## config.mk

```make
export PLATFORM = sky130hd
export DESIGN_NAME = limit_test_outputs
export DESIGN_NICKNAME = d
export VERILOG_FILES = /design/src/limit_test_outputs.v /design/src/pulse_stretcher.v
export VERILOG_INCLUDE_DIRS = /design/src /design/src/src
export SDC_FILE = /design/constraint.sdc
export NUM_CORES = 1
export LEC_CHECK = 0
export ABC_AREA = 0
export BUFFER_PORTS_ARGS = -buffer_cell sky130_fd_sc_hd__buf_4
export CAP_MARGIN = 20
export CORE_ASPECT_RATIO = 1.25
export CORE_MARGIN = 3
export CORE_UTILIZATION = 59
export DETAILED_ROUTE_END_ITERATION = 16
export PLACE_DENSITY = 0.78
export SYNTH_ARGS = -nofsm -noshare
export SYNTH_HDL_FRONTEND = slang
export SYNTH_SLANG_ARGS = --single-unit
```

## constraint.sdc

```tcl
create_clock -name clk_i -period 13.33 [get_ports clk_i]
set_input_delay 0.6665 -clock clk_i [delete_from_list [all_inputs] [get_ports clk_i]]
set_output_delay 0.6665 -clock clk_i [all_outputs]
set_load 0.005 [all_outputs]
```

## src/limit_test_defs.vh

```
/*
  Constants for the limit-test and digital output block: threshold width,
  reset values of thresholds and settings, pulse timing and line numbering.
  Assumes a 50 MHz system clock and two's-complement 33-bit thresholds.
*/
`ifndef LIMIT_TEST_DEFS_VH
`define LIMIT_TEST_DEFS_VH

// Thresholds span -4294967295 .. +4294967295, so 33 signed bits
`define THR_W            33
`define THR_MAX          33'sd4294967295
`define THR_MIN          -33'sd4294967295

// Reset values of the four thresholds
`define P1_UPPER_RST     33'sd1
`define P1_LOWER_RST     -33'sd1
`define P2_UPPER_RST     33'sd2
`define P2_LOWER_RST     -33'sd2

// Reset values of the settings
`define AUTO_CLEAR_RST   1'b1
`define POLARITY_RST     1'b0
`define OUT_ENABLE_RST   1'b0
`define PULSE_MODE_RST   1'b0
`define LATCH_RST        1'b0

// Pulse time is held in milliseconds: 1 .. 99999999 ms
`define PULSE_W          27
`define PULSE_MS_MIN     27'd1
`define PULSE_MS_MAX     27'd99999999
`define PULSE_MS_RST     27'd2

// Clock rate and cycles per millisecond; the count is sized to the
// millisecond prescaler so it compares without a width change
`define CLK_HZ           50000000
`define CYC_PER_MS       16'd50000
`define MS_CNT_W         16

// Output line positions, line 1 at bit 0
`define LINE_P1_LOW      0
`define LINE_P1_HIGH     1
`define LINE_P2_LOW      2
`define LINE_P2_HIGH     3
`define LINE_SUMMARY     4
`define LINE_N           5

`endif

```

## src/limit_test_outputs.v

```verilog
/*
  Limit-test block: compares each completed reading against two pairs of
  thresholds, keeps per-pair fail flags with manual or automatic clearing,
  and drives five output lines to a component handler with selectable
  polarity, optional timed pulses and a latching summary line.
  Assumes configuration writes, readings and sequencer events arrive as
  one-cycle strobes from logic on the same system clock.
*/
`timescale 1ns/10ps
`default_nettype none
`include "limit_test_defs.vh"

// Function
// - Two pairs of signed upper and lower thresholds, range plus or minus 4294967295.
// - Reset thresholds: pair one 1 and -1, pair two 2 and -2.
// - Each limit pair has its own enable; either or both may run.
// - Pair fail flag is 0 inside thresholds, 1 at or beyond either.
// - Fail flag is side-blind; high or low cause reported separately as events.
// - A clear request for a pair returns its fail flag to pass.
// - Auto clear, on by default, clears the flag on entering idle.
// - With auto clear off, the flag holds until an explicit clear.
// - Output polarity selects active high or low, high by default.
// - Output enable defaults off; while off, results never drive the lines.
// - Pulse time 0.001 to 99999.999 s, default 0.002 s.
// - Pulse mode defaults off; failing lines then held at level.
// - Summary line latch enable, off by default.
// - With pair one enabled, indicators show pair one result.
// - Pair one off, pair two on: indicators show pair two, tagged 2.
// - A local limit-disable request clears both pair enables together.
// - Every completed reading is evaluated while limit testing is enabled.
// - Failing line goes high in active-high sense, low in active-low sense.
// - Summary line asserts on any failure; unlatched, releases on an all-pass reading.
// - Latched summary holds until control source is passed or a new scan starts.
// - Lines: 1 lower one, 2 upper one, 3 lower two, 4 upper two, 5 any.
module limit_test_outputs (
  input  wire                    clk_i,
  input  wire                    rst_i,
  // Reading path
  input  wire                    reading_valid_i,
  input  wire signed [`THR_W-1:0] reading_i,
  // Threshold writes, value shared
  input  wire signed [`THR_W-1:0] thr_value_i,
  input  wire                    pair_one_upper_threshold_wr_i,
  input  wire                    pair_one_lower_threshold_wr_i,
  input  wire                    pair_two_upper_threshold_wr_i,
  input  wire                    pair_two_lower_threshold_wr_i,
  // Per-pair controls
  input  wire [1:0]              pair_enable_wr_i,
  input  wire [1:0]              pair_enable_val_i,
  input  wire                    limits_off_local_i,
  input  wire [1:0]              fail_clear_i,
  input  wire [1:0]              auto_clear_wr_i,
  input  wire [1:0]              auto_clear_val_i,
  input  wire                    idle_enter_i,
  // Output configuration, value shared
  input  wire                    cfg_bit_i,
  input  wire                    output_polarity_select_wr_i,
  input  wire                    out_enable_wr_i,
  input  wire                    pulse_mode_wr_i,
  input  wire                    summary_latch_wr_i,
  input  wire                    pulse_time_wr_i,
  input  wire [`PULSE_W-1:0]     pulse_time_ms_i,
  // Sequencer events that release a latched summary
  input  wire                    control_source_pass_i,
  input  wire                    scan_start_i,
  // Status
  output reg  [1:0]              pair_enable_o,
  output reg  [1:0]              auto_clear_o,
  output reg  [1:0]              fail_flag_o,
  output reg                     output_polarity_select_o,
  output reg                     out_enable_o,
  output reg                     pulse_mode_o,
  output reg                     summary_latch_o,
  output reg  [`PULSE_W-1:0]     pulse_time_ms_o,
  output reg signed [`THR_W-1:0] pair_one_upper_threshold_o,
  output reg signed [`THR_W-1:0] pair_one_lower_threshold_o,
  output reg signed [`THR_W-1:0] pair_two_upper_threshold_o,
  output reg signed [`THR_W-1:0] pair_two_lower_threshold_o,
  // Measurement event pulses: which side failed
  output reg  [1:0]              high_event_o,
  output reg  [1:0]              low_event_o,
  // Front-panel indicators
  output reg                     ind_high_o,
  output reg                     ind_in_o,
  output reg                     ind_low_o,
  output reg                     ind_pair_two_o,
  // Digital output lines toward the handler
  output reg  [`LINE_N-1:0]      dout_o,
  output reg                     summary_fail_output_o
);

  // Clamp a written value into the documented threshold range
  function signed [`THR_W-1:0] clamp_thr;
    input signed [`THR_W-1:0] v;
    begin
      if (v > `THR_MAX)
        clamp_thr = `THR_MAX;
      else if (v < `THR_MIN)
        clamp_thr = `THR_MIN;
      else
        clamp_thr = v;
    end
  endfunction

  // Clamp a pulse time into 1 .. 99999999 ms
  function [`PULSE_W-1:0] clamp_ms;
    input [`PULSE_W-1:0] v;
    begin
      if (v < `PULSE_MS_MIN)
        clamp_ms = `PULSE_MS_MIN;
      else if (v > `PULSE_MS_MAX)
        clamp_ms = `PULSE_MS_MAX;
      else
        clamp_ms = v;
    end
  endfunction

  // Threshold storage
  always @(posedge clk_i or posedge rst_i) begin
    if (rst_i) begin
      pair_one_upper_threshold_o <= `P1_UPPER_RST;
      pair_one_lower_threshold_o <= `P1_LOWER_RST;
      pair_two_upper_threshold_o <= `P2_UPPER_RST;
      pair_two_lower_threshold_o <= `P2_LOWER_RST;
    end else begin
      if (pair_one_upper_threshold_wr_i)
        pair_one_upper_threshold_o <= clamp_thr(thr_value_i);
      if (pair_one_lower_threshold_wr_i)
        pair_one_lower_threshold_o <= clamp_thr(thr_value_i);
      if (pair_two_upper_threshold_wr_i)
        pair_two_upper_threshold_o <= clamp_thr(thr_value_i);
      if (pair_two_lower_threshold_wr_i)
        pair_two_lower_threshold_o <= clamp_thr(thr_value_i);
    end
  end

  // Settings; the local disable wins over a remote enable in the same cycle
  always @(posedge clk_i or posedge rst_i) begin
    if (rst_i) begin
      pair_enable_o            <= 2'b00;
      auto_clear_o             <= {2{`AUTO_CLEAR_RST}};
      output_polarity_select_o <= `POLARITY_RST;
      out_enable_o             <= `OUT_ENABLE_RST;
      pulse_mode_o             <= `PULSE_MODE_RST;
      summary_latch_o          <= `LATCH_RST;
      pulse_time_ms_o          <= `PULSE_MS_RST;
    end else begin
      if (limits_off_local_i)
        pair_enable_o <= 2'b00;
      else
        pair_enable_o <= (pair_enable_o & ~pair_enable_wr_i) |
                         (pair_enable_val_i & pair_enable_wr_i);
      auto_clear_o <= (auto_clear_o & ~auto_clear_wr_i) | (auto_clear_val_i & auto_clear_wr_i);
      if (output_polarity_select_wr_i)
        output_polarity_select_o <= cfg_bit_i;
      if (out_enable_wr_i)
        out_enable_o <= cfg_bit_i;
      if (pulse_mode_wr_i)
        pulse_mode_o <= cfg_bit_i;
      if (summary_latch_wr_i)
        summary_latch_o <= cfg_bit_i;
      if (pulse_time_wr_i)
        pulse_time_ms_o <= clamp_ms(pulse_time_ms_i);
    end
  end

  // Compare: reaching a threshold counts as a failure
  wire       eval = reading_valid_i && (pair_enable_o != 2'b00);
  wire [3:0] side_fail;
  assign side_fail[`LINE_P1_LOW]  = pair_enable_o[0] && (reading_i <= pair_one_lower_threshold_o);
  assign side_fail[`LINE_P1_HIGH] = pair_enable_o[0] && (reading_i >= pair_one_upper_threshold_o);
  assign side_fail[`LINE_P2_LOW]  = pair_enable_o[1] && (reading_i <= pair_two_lower_threshold_o);
  assign side_fail[`LINE_P2_HIGH] = pair_enable_o[1] && (reading_i >= pair_two_upper_threshold_o);
  wire       any_fail = |side_fail;

  // Per-pair sticky flags; a failing reading beats a clear in the same cycle
  genvar p;
  generate
    for (p = 0; p < 2; p = p + 1) begin : g_pair
      wire pair_fail = side_fail[2*p] | side_fail[2*p+1];
      wire clr = fail_clear_i[p] | (auto_clear_o[p] & idle_enter_i);
      always @(posedge clk_i or posedge rst_i) begin
        if (rst_i) begin
          fail_flag_o[p]  <= 1'b0;
          high_event_o[p] <= 1'b0;
          low_event_o[p]  <= 1'b0;
        end else begin
          if (eval && pair_fail)
            fail_flag_o[p] <= 1'b1;
          else if (clr)
            fail_flag_o[p] <= 1'b0;
          high_event_o[p] <= eval & side_fail[2*p+1];
          low_event_o[p]  <= eval & side_fail[2*p];
        end
      end
    end
  endgenerate

  // Indicators follow pair one when enabled, else pair two
  always @(posedge clk_i or posedge rst_i) begin
    if (rst_i) begin
      ind_high_o     <= 1'b0;
      ind_in_o       <= 1'b0;
      ind_low_o      <= 1'b0;
      ind_pair_two_o <= 1'b0;
    end else if (eval) begin
      if (pair_enable_o[0]) begin
        ind_high_o     <= side_fail[`LINE_P1_HIGH];
        ind_low_o      <= side_fail[`LINE_P1_LOW];
        ind_in_o       <= ~(side_fail[`LINE_P1_HIGH] | side_fail[`LINE_P1_LOW]);
        ind_pair_two_o <= 1'b0;
      end else begin
        ind_high_o     <= side_fail[`LINE_P2_HIGH];
        ind_low_o      <= side_fail[`LINE_P2_LOW];
        ind_in_o       <= ~(side_fail[`LINE_P2_HIGH] | side_fail[`LINE_P2_LOW]);
        ind_pair_two_o <= 1'b1;
      end
    end else if (pair_enable_o == 2'b00) begin
      ind_high_o     <= 1'b0;
      ind_in_o       <= 1'b0;
      ind_low_o      <= 1'b0;
      ind_pair_two_o <= 1'b0;
    end
  end

  // Line timers: four threshold lines plus the summary line
  wire [`LINE_N-1:0] line_fail = {any_fail, side_fail};
  wire [`LINE_N-1:0] line_active;
  genvar l;
  generate
    for (l = 0; l < `LINE_N; l = l + 1) begin : g_line
      pulse_stretcher u_timer (
        .clk_i        (clk_i),
        .rst_i        (rst_i),
        .eval_i       (eval),
        .fail_i       (line_fail[l]),
        .pulse_mode_i (pulse_mode_o),
        .pulse_ms_i   (pulse_time_ms_o),
        .active_o     (line_active[l])
      );
    end
  endgenerate

  // Summary latch: held until control source passed or a new scan starts
  reg summary_held;
  always @(posedge clk_i or posedge rst_i) begin
    if (rst_i)
      summary_held <= 1'b0;
    else if (summary_latch_o && eval && any_fail)
      summary_held <= 1'b1;
    else if (!summary_latch_o || control_source_pass_i || scan_start_i)
      summary_held <= 1'b0;
  end

  // Line drive; a disabled port sits at the inactive level for the sense
  wire [`LINE_N-1:0] assert_mask = {line_active[`LINE_SUMMARY] | summary_held,
                                    line_active[`LINE_P2_HIGH:0]};
  always @(posedge clk_i or posedge rst_i) begin
    if (rst_i) begin
      dout_o                <= {`LINE_N{1'b0}};
      summary_fail_output_o <= 1'b0;
    end else begin
      dout_o <= (out_enable_o ? assert_mask : {`LINE_N{1'b0}}) ^
                {`LINE_N{output_polarity_select_o}};
      summary_fail_output_o <= out_enable_o & assert_mask[`LINE_SUMMARY];
    end
  end

endmodule // limit_test_outputs

`default_nettype wire

```

## src/pulse_stretcher.v

```verilog
/*
  One output line timer: holds a fail level for the programmed number of
  milliseconds after each failing reading, or follows the level when not in
  pulse mode. Assumes a one-cycle evaluation strobe on the system clock.
*/
`timescale 1ns/10ps
`default_nettype none
`include "limit_test_defs.vh"

module pulse_stretcher (
  input  wire                 clk_i,
  input  wire                 rst_i,
  input  wire                 eval_i,
  input  wire                 fail_i,
  input  wire                 pulse_mode_i,
  input  wire [`PULSE_W-1:0]  pulse_ms_i,
  output reg                  active_o
);

  reg [`MS_CNT_W-1:0] cyc_cnt;
  reg [`PULSE_W-1:0]  ms_left;

  // A new failing reading restarts the pulse; a passing one ends it at once
  always @(posedge clk_i or posedge rst_i) begin
    if (rst_i) begin
      active_o <= 1'b0;
      cyc_cnt  <= {`MS_CNT_W{1'b0}};
      ms_left  <= {`PULSE_W{1'b0}};
    end else if (!pulse_mode_i) begin
      cyc_cnt <= {`MS_CNT_W{1'b0}};
      ms_left <= {`PULSE_W{1'b0}};
      if (eval_i) begin
        active_o <= fail_i;
      end
    end else if (eval_i) begin
      active_o <= fail_i;
      cyc_cnt  <= {`MS_CNT_W{1'b0}};
      ms_left  <= (pulse_ms_i < `PULSE_MS_MIN) ? `PULSE_MS_MIN : pulse_ms_i;
    end else if (active_o) begin
      // Duration counted on the system clock, one millisecond at a time
      if (cyc_cnt == `CYC_PER_MS - 16'd1) begin
        cyc_cnt <= {`MS_CNT_W{1'b0}};
        if (ms_left <= 27'd1) begin
          active_o <= 1'b0;
          ms_left  <= {`PULSE_W{1'b0}};
        end else begin
          ms_left <= ms_left - 27'd1;
        end
      end else begin
        cyc_cnt <= cyc_cnt + 16'd1;
      end
    end
  end

endmodule // pulse_stretcher

`default_nettype wire

```

==> out/qor.json, run 1 <==
{
  "outcome": "complete, no violations",
  "cts_made_buffers": 43,
  "cts_root_buf": "clkbuf_16",
  "maximum_number_of_pins_on_one_net_before_global_route_repair": 178,
  "critical_path_class": "flop to flop",
  "cts_tree": "built",
  "syn_inst": 2681,
  "post_synth_edffs": 0,
  "async_flop_share": 1.000,
  "yosysWarningCount": 0,
  "final_core_utilization": 0.7086,
  "final_period_utilization": 0.2671,
  "parity_gate_share_of_the_synthesized_area_counting_xor_and_xnor_cells": 0.02228,
  "io_pins": 303,
  "maxCapViolCount": 0,
  "final-setup-viol-count": 0,
  "overflow": 0,
  "rsz_0062_raised_after_global_routing": "no",
  "mapped_cell_area_mm2": 0.02320,
  "path_common_cell": "nand2_1",
  "crit_path_max_fanout": 8,
  "yosys.area_share.adder": 0.07983,
  "vias_per_cell": 6.377,
  "fp.coreArea_mm2": 0.03854,
  "synth.lib_cells_used.distinct": 79,
  "dominant_combinational_cell_family_by_area_after_synthesis": "compound AO/OA/AOI/OAI gates",
  "cts_resized": 0,
  "grt_pass1_wl_um": 116900,
  "slew_viol_final": 0,
  "fmax_mhz": 280.9,
  "max_slew_margin": 0.2753,
  "power.density_mw_per_mm2": 181.2,
  "first_iter_violations": 2114,
  "ordered_cell_list_for_the_critical_path": "inv_1 > ha_1 > nor3b_1 > nand2_1 > nor4_1 > nand2_1 > nor3_1 > o21ai_0 > a32o_1",
  "post_synth_mux_area_share": 0.003776,
  "worst_slack_ns": 9.770,
  "cts.htree.levels": 2,
  "arr_time_crit_path_ns": 4.00,
  "cts.sinks": 404,
  "worstPathRequired_ns": 13.77,
  "critPathTopFamily": "simple AND/OR/NAND/NOR gates",
  "detailedPlace.worstSlack_ns": 9.757,
  "actual_slew_at_the_worst_max_slew_pin_ns": 1.087,
  "synth-seq-cells": 404,
  "dr.pass1.iters": 6,
  "die_y_um": 227.7,
  "post-cts-setup-buffers": 0,
  "crit_path_max_incr_delay_ns": 0.80,
  "cts_hold_buffers_added": 0,
  "crit_end_category": "flop",
  "post_synthesis_compound_gate_area_fraction": 0.2076,
  "flow.area_growth_from_synthesis_pct": 17.71,
  "placement_rows": 80,
  "setup-tns-final_ns": 0,
  "regToRegSetupSlack_ns": 9.77,
  "synthSimpleGateAreaFrac": 0.1975,
  "io_buffers": 302,
  "clock_insertion_delay_worst_skew_ns": 0.56,
  "fin_crit_ns": 3.560,
  "grt_antenna_before_repair": 0,
  "finalWeightedCongestion": 0.9650,
  "synth_area_per_cell_um2": 8.652,
  "static-leakage-power_nw": 12.35,
  "grtUsageTotal": 0.3512,
  "finClkSkew_ns": 0.008606,
  "final-hold-violation-count": 0,
  "routed_len_inst_um": 21.55,
  "mappedNetlistNets": 2949,
  "dominantRegCellSynth": "dfrtp_1",
  "start_util": 0.6019,
  "critPathSlowestCell": "nor4_1",
  "floorplan.die.width_um": 183.4,
  "detailedPlacementHpwl_um": 52670,
  "via_count_of_the_first_global_routing_pass": 21760,
  "cp-start-kind": "flop",
  "seq_area_frac_synth": 0.4396,
  "min-delay-path-class": "primary input to asynchronous set/reset pin",
  "clock_path_buffers": 3,
  "final_nets": 3201,
  "drt_wl_total_um": 74480,
  "final_layout_size_suffix_gt1_frac": 0.1633,
  "power.ir.vdd_worst_uv": 93.80,
  "die-area_mm2": 0.04175,
  "worstPathBufferInverterCount": 1,
  "drc": 0,
  "final_antenna_net_count": 0,
  "dr_total_vias": 22046,
  "worst_setup_hold_path_clk_slew_ns": 0.06
}
-- layout by cell type, fill, tap and decap left out, drive strengths merged, types with 6 or more instances in the layout --
cell,count
o21ai,401
dfrtp,334
buf,318
nand2,310
nor2,220
a21oi,199
inv,179
ha,148
nor3,76
dfstp,70
clkbuf,69
nand4,59
nor4,53
nand3,47
xor2,44
nor2b,42
a22o,40
a31oi,31
and2,27
o2bb2ai,26
or3,22
and3,20
a21o,19
xnor2,15
o31ai,15
or4,14
nand2b,11
and4,11
o211ai,11
a21boi,10
o41ai,9
nand3b,8
or2,8
nor3b,7
o21a,7
mux2,6
o22ai,6
o31a,6
-- final timing paths --
check,from,endpoint,depth (start not counted)
max,g_line[2].u_timer.ms_left[0],g_line[2].u_timer.ms_left[22],9
max in group asynchronous,rst_i,pair_two_lower_threshold_o[27],6
min,rst_i,fail_flag_o[0],2
min reg2reg,g_line[3].u_timer.ms_left[15],g_line[3].u_timer.ms_left[15],2
max reg2reg,g_line[2].u_timer.ms_left[0],g_line[2].u_timer.ms_left[22],9
min in group clk_i,limits_off_local_i,pair_enable_o[1],2
-- cell type report --
type	instances	area (µm²)
flip-flops and latches	404	10200
clock inverters	8	140.1
repair buffers	319	2469
clock buffers	68	1343
fillers	3018	11230
well taps	492	615.6
diodes	1	2.502
multi-input cells	1985	11860
inverters	180	683.2
-- synthesized netlist by cell type (all sizes together) (19+ instances only) --
library cell / number / area [µm²]
a21oi: 199 / 1003
clkbuf: 95 / 356.6
a21o: 19 / 142.6
dfstp: 70 / 1839
inv: 179 / 671.9
nand3: 47 / 235.2
nand2: 310 / 1164
o2bb2ai: 26 / 227.7
nor4: 53 / 331.6
nand4: 59 / 369.1
o21ai: 401 / 2007
and3: 20 / 125.1
dfrtp: 334 / 8358
xor2: 44 / 385.4
nor2: 220 / 825.8
or3: 22 / 137.6
a31oi: 31 / 193.9
and2: 27 / 168.9
ha: 148 / 1852
a22o: 40 / 350.3
nor2b: 42 / 262.8
nor3: 76 / 385.4
-- worst reg2reg max path: cells and delay by family, from the launching register on --
family	cells	cell delay [ns]
flops	1	0.42
buf+inv	1	0.09
compound gates	2	0.42
simple gates	5	2.33
fa+ha+maj	1	0.19
-- state kept, by name, summed over array words and instances (netlist names), 5 cells and up, named ones only --
signal                      cells
dout_o                          5
pair_two_lower_threshold_o     33
pair_one_upper_threshold_o     33
pulse_time_ms_o                27
g_line.u_timer.cyc_cnt         80
pair_one_lower_threshold_o     33
g_line.u_timer.active_o         5
g_line.u_timer.ms_left        135
pair_two_upper_threshold_o     33
-- per-layer routing --
layer  track usage  vias up  part of all wire
met5             0        -                 0
met4        0.1733        0             0.055
met3       0.08787      236             0.090
met2        0.5872     1017              0.48
met1        0.4273    10730              0.37
li1              -    10063                 -
-- per-stage QoR --
| step | total power, mW | area (µm²) | instances | hold slack (ns) |
|---|---|---|---|---|
| CTS | 4.904 | 27240 | 3452 | 0.2444 |
| detailed placement | 3.628 | 25750 | 3376 | 0.4680 |
| floorplan | 3.066 | 23200 | 2681 | 0.4395 |
| global placement | 3.541 | 25710 | 3374 | 0.4670 |
| global route | 5.255 | 27300 | 3456 | 0.1120 |
| finish | 4.949 | 27310 | 3457 | 0.09742 |
-- cells by family after synthesis --
logic type	Yosys count
AND/OR/NAND/NOR	948
AO/OA/AOI/OAI	822
flip-flops	404
buffers and inverters	292
adder cells (fa/ha/maj)	148
XOR/XNOR	59
multiplexers	8
-- where the power goes --
group,internal [mW],switching (mW)
Clock,0.765,0.503
Combinational,0.736,1.23
Sequential,1.47,0.244
No activity file was read; power rests on OpenSTA's default activity.
==> inputs of run 2 (changes only) <==
==> constraint.sdc (replaced) <==
create_clock -name clk_i -period 3.7 [get_ports clk_i]
set_input_delay 0.185 -clock clk_i [delete_from_list [all_inputs] [get_ports clk_i]]
set_output_delay 0.185 -clock clk_i [all_outputs]
set_load 0.005 [all_outputs]
==> out/qor.json, run 2 (synthesis gave the netlist of run 1 again) <==
{
  "rsz_0062_raised_after_global_routing": "no",
  "grtUsageTotal": 0.3623,
  "max_slew_margin": 0.2743,
  "fp.coreArea_mm2": 0.03854,
  "r2r-start": "g_line[2].u_timer.ms_left[17]",
  "p_int_mw": 10.60,
  "dr.pass1.iters": 6,
  "p_total_mw": 17.78,
  "crit_path_max_incr_delay_ns": 0.66,
  "overflow": 0,
  "worst_setup_hold_path_clk_slew_ns": 0.06,
  "fmax_mhz": 314.1,
  "switchingPower_mw": 7.186,
  "crit_end_category": "flop",
  "registers.top_by_ff_count": "g_line.u_timer.ms_left",
  "top_regs": "g_line.u_timer.ms_left: 135 flops, g_line.u_timer.cyc_cnt: 80 flops",
  "worst_slack_ns": 0.5164,
  "die_y_um": 227.7,
  "io_pins": 303,
  "min-delay-path-class": "primary input to flop",
  "actual_slew_at_the_worst_max_slew_pin_ns": 1.084,
  "static-leakage-power_nw": 12.61,
  "maximum_number_of_pins_on_one_net_before_global_route_repair": 96,
  "via_count_of_the_first_global_routing_pass": 22331,
  "cts_root_buf": "clkbuf_16",
  "clock_path_buffers": 3,
  "commonest_cells_after_routing_fill_and_taps_aside": "o21ai_0 (385), dfrtp_1 (334), buf_4 (334)",
  "power.clock.fraction": 0.243,
  "largest_reg_flops": 135,
  "finClkSkew_ns": 0.01849,
  "io_buffers": 302,
  "maxCapViolCount": 0,
  "cts_made_buffers": 44,
  "power.ir.vdd_worst_uv": 388.2,
  "grt_pass1_wl_um": 119900,
  "cts_tree": "built",
  "regToRegSetupSlack_ns": 0.52,
  "flow.area_growth_from_synthesis_pct": 20.20,
  "die-area_mm2": 0.04175,
  "cts.sinks": 404,
  "drt_wl_total_um": 76730,
  "final_antenna_net_count": 0,
  "first_iter_violations": 2304,
  "arr_time_crit_path_ns": 3.62,
  "crit_path_max_fanout": 18,
  "ordered_cell_list_for_the_critical_path": "or4_1 > nor4b_2 > nor4b_4 > a21o_1 > o21ai_0 > a32o_1",
  "grt_antenna_before_repair": 2,
  "hold-path-cell-count": 4,
  "worst-r2r-cell-count": 6,
  "cts_resized": 0,
  "drc": 0,
  "final_period_utilization": 0.8604,
  "power.density_mw_per_mm2": 637.7,
  "layout.cells.most_common": "o21ai_0",
  "floorplan.die.width_um": 183.4,
  "dr_total_vias": 22420,
  "final_nets": 3277,
  "worstHoldEndpoint": "pair_one_lower_threshold_o[20]",
  "critical_path_class": "flop to flop",
  "finalWeightedCongestion": 0.9441,
  "routed_len_inst_um": 21.74,
  "slew_viol_final": 0,
  "start_util": 0.6019,
  "final_core_utilization": 0.7236,
  "placement_rows": 80,
  "detailedPlace.worstSlack_ns": 0.6182,
  "critPathSlowestCell": "or4_1",
  "clock_insertion_delay_worst_skew_ns": 0.56,
  "fin_crit_ns": 3.184,
  "crit-reg2reg-capture": "g_line[2].u_timer.ms_left[5]",
  "worstPathRequired_ns": 4.14,
  "final-hold-violation-count": 0,
  "worstPathBufferInverterCount": 0,
  "cts.htree.levels": 2,
  "power_frac_comb": 0.411,
  "vias_per_cell": 6.351,
  "critPathTopFamily": "simple AND/OR/NAND/NOR gates",
  "final_layout_size_suffix_gt1_frac": 0.1650,
  "cp-start-kind": "flop",
  "final-setup-viol-count": 0,
  "detailedPlacementHpwl_um": 54730,
  "switching_share": 0.4041,
  "min_from": "thr_value_i[20]",
  "sequentialPowerShare": 0.347,
  "outcome": "complete, no violations"
}
==> run 2: cell count changes in the layout (fill, tap and decap cells not counted), sizes merged <==
cell         change
buf             +20
bufinv           -3
clkbuf           -4
clkinv           +4
clkinvlp         +1
dlygate4sd3     +56
inv              -1
==> run 2: layer usage <==
layer,track usage,share of wire
met5,0,0.00018
met4,0.1984,0.062
met3,0.09280,0.094
met2,0.6063,0.47
met1,0.4307,0.37
==> run 2: worst max path at each step <==
stage | start | to | slack (ns) | cells after the start
after CTS | pair_one_upper_threshold_o[16] | summary_held | 0.59 | 9
after global routing | pair_one_upper_threshold_o[16] | summary_held | 0.33 | 9
after global placement | pair_one_upper_threshold_o[15] | summary_held | 0.69 | 9
after detailed placement | pair_one_upper_threshold_o[16] | summary_held | 0.62 | 9
final | g_line[2].u_timer.ms_left[17] | g_line[2].u_timer.ms_left[5] | 0.52 | 6
after floorplan | rst_i | dout_o[0] | -1.87 | 1
==> run 2: stage by stage <==
stage               instances  hold WS, ns  cell area (µm²)  setup TNS (ns)
floorplan                2681       0.2514            23200         -651.60
global placement         3396       0.3490            25920               0
detailed placement       3397       0.3499            25920               0
CTS                      3527      0.03914            27870               0
global route             3529      0.06339            27880               0
finish                   3530      0.06064            27880               0
==> run 2: repair_timing <==
item                      in CTS  in global routing
hold endpoints to repair      69                  0
hold buffers                  56                  0
setup buffers                  0                  0
==> run 2: area by class of cell <==
| type | instances | area (µm²) |
|---|---|---|
| flip-flops and latches | 404 | 10200 |
| clock buffers | 65 | 1301 |
| multi-input cells | 1985 | 11860 |
| clock inverters | 9 | 81.33 |
| fillers | 2909 | 10650 |
| repair buffers | 394 | 3148 |
| well taps | 492 | 615.6 |
| diodes | 1 | 2.502 |
| inverters | 180 | 679.4 |
==> run 2: worst register-to-register path, stage by stage, from the launching register on <==
cell     delay [ns]
dfrtp_1        0.44
or4_1          0.66
nor4b_2        0.44
nor4b_4        0.41
a21o_1         0.61
o21ai_0        0.23
a32o_1         0.29
==> run 2: power by group through the flow <==
stage	clock (mW)	combinational, mW	sequential (mW)
final	4.32	7.30	6.16
after global routing	4.55	8.11	6.27
after CTS	4.36	7.12	6.13
after detailed placement	0	7.02	6.18
after global placement	0	6.81	6.14
after floorplan	0	5.11	5.94
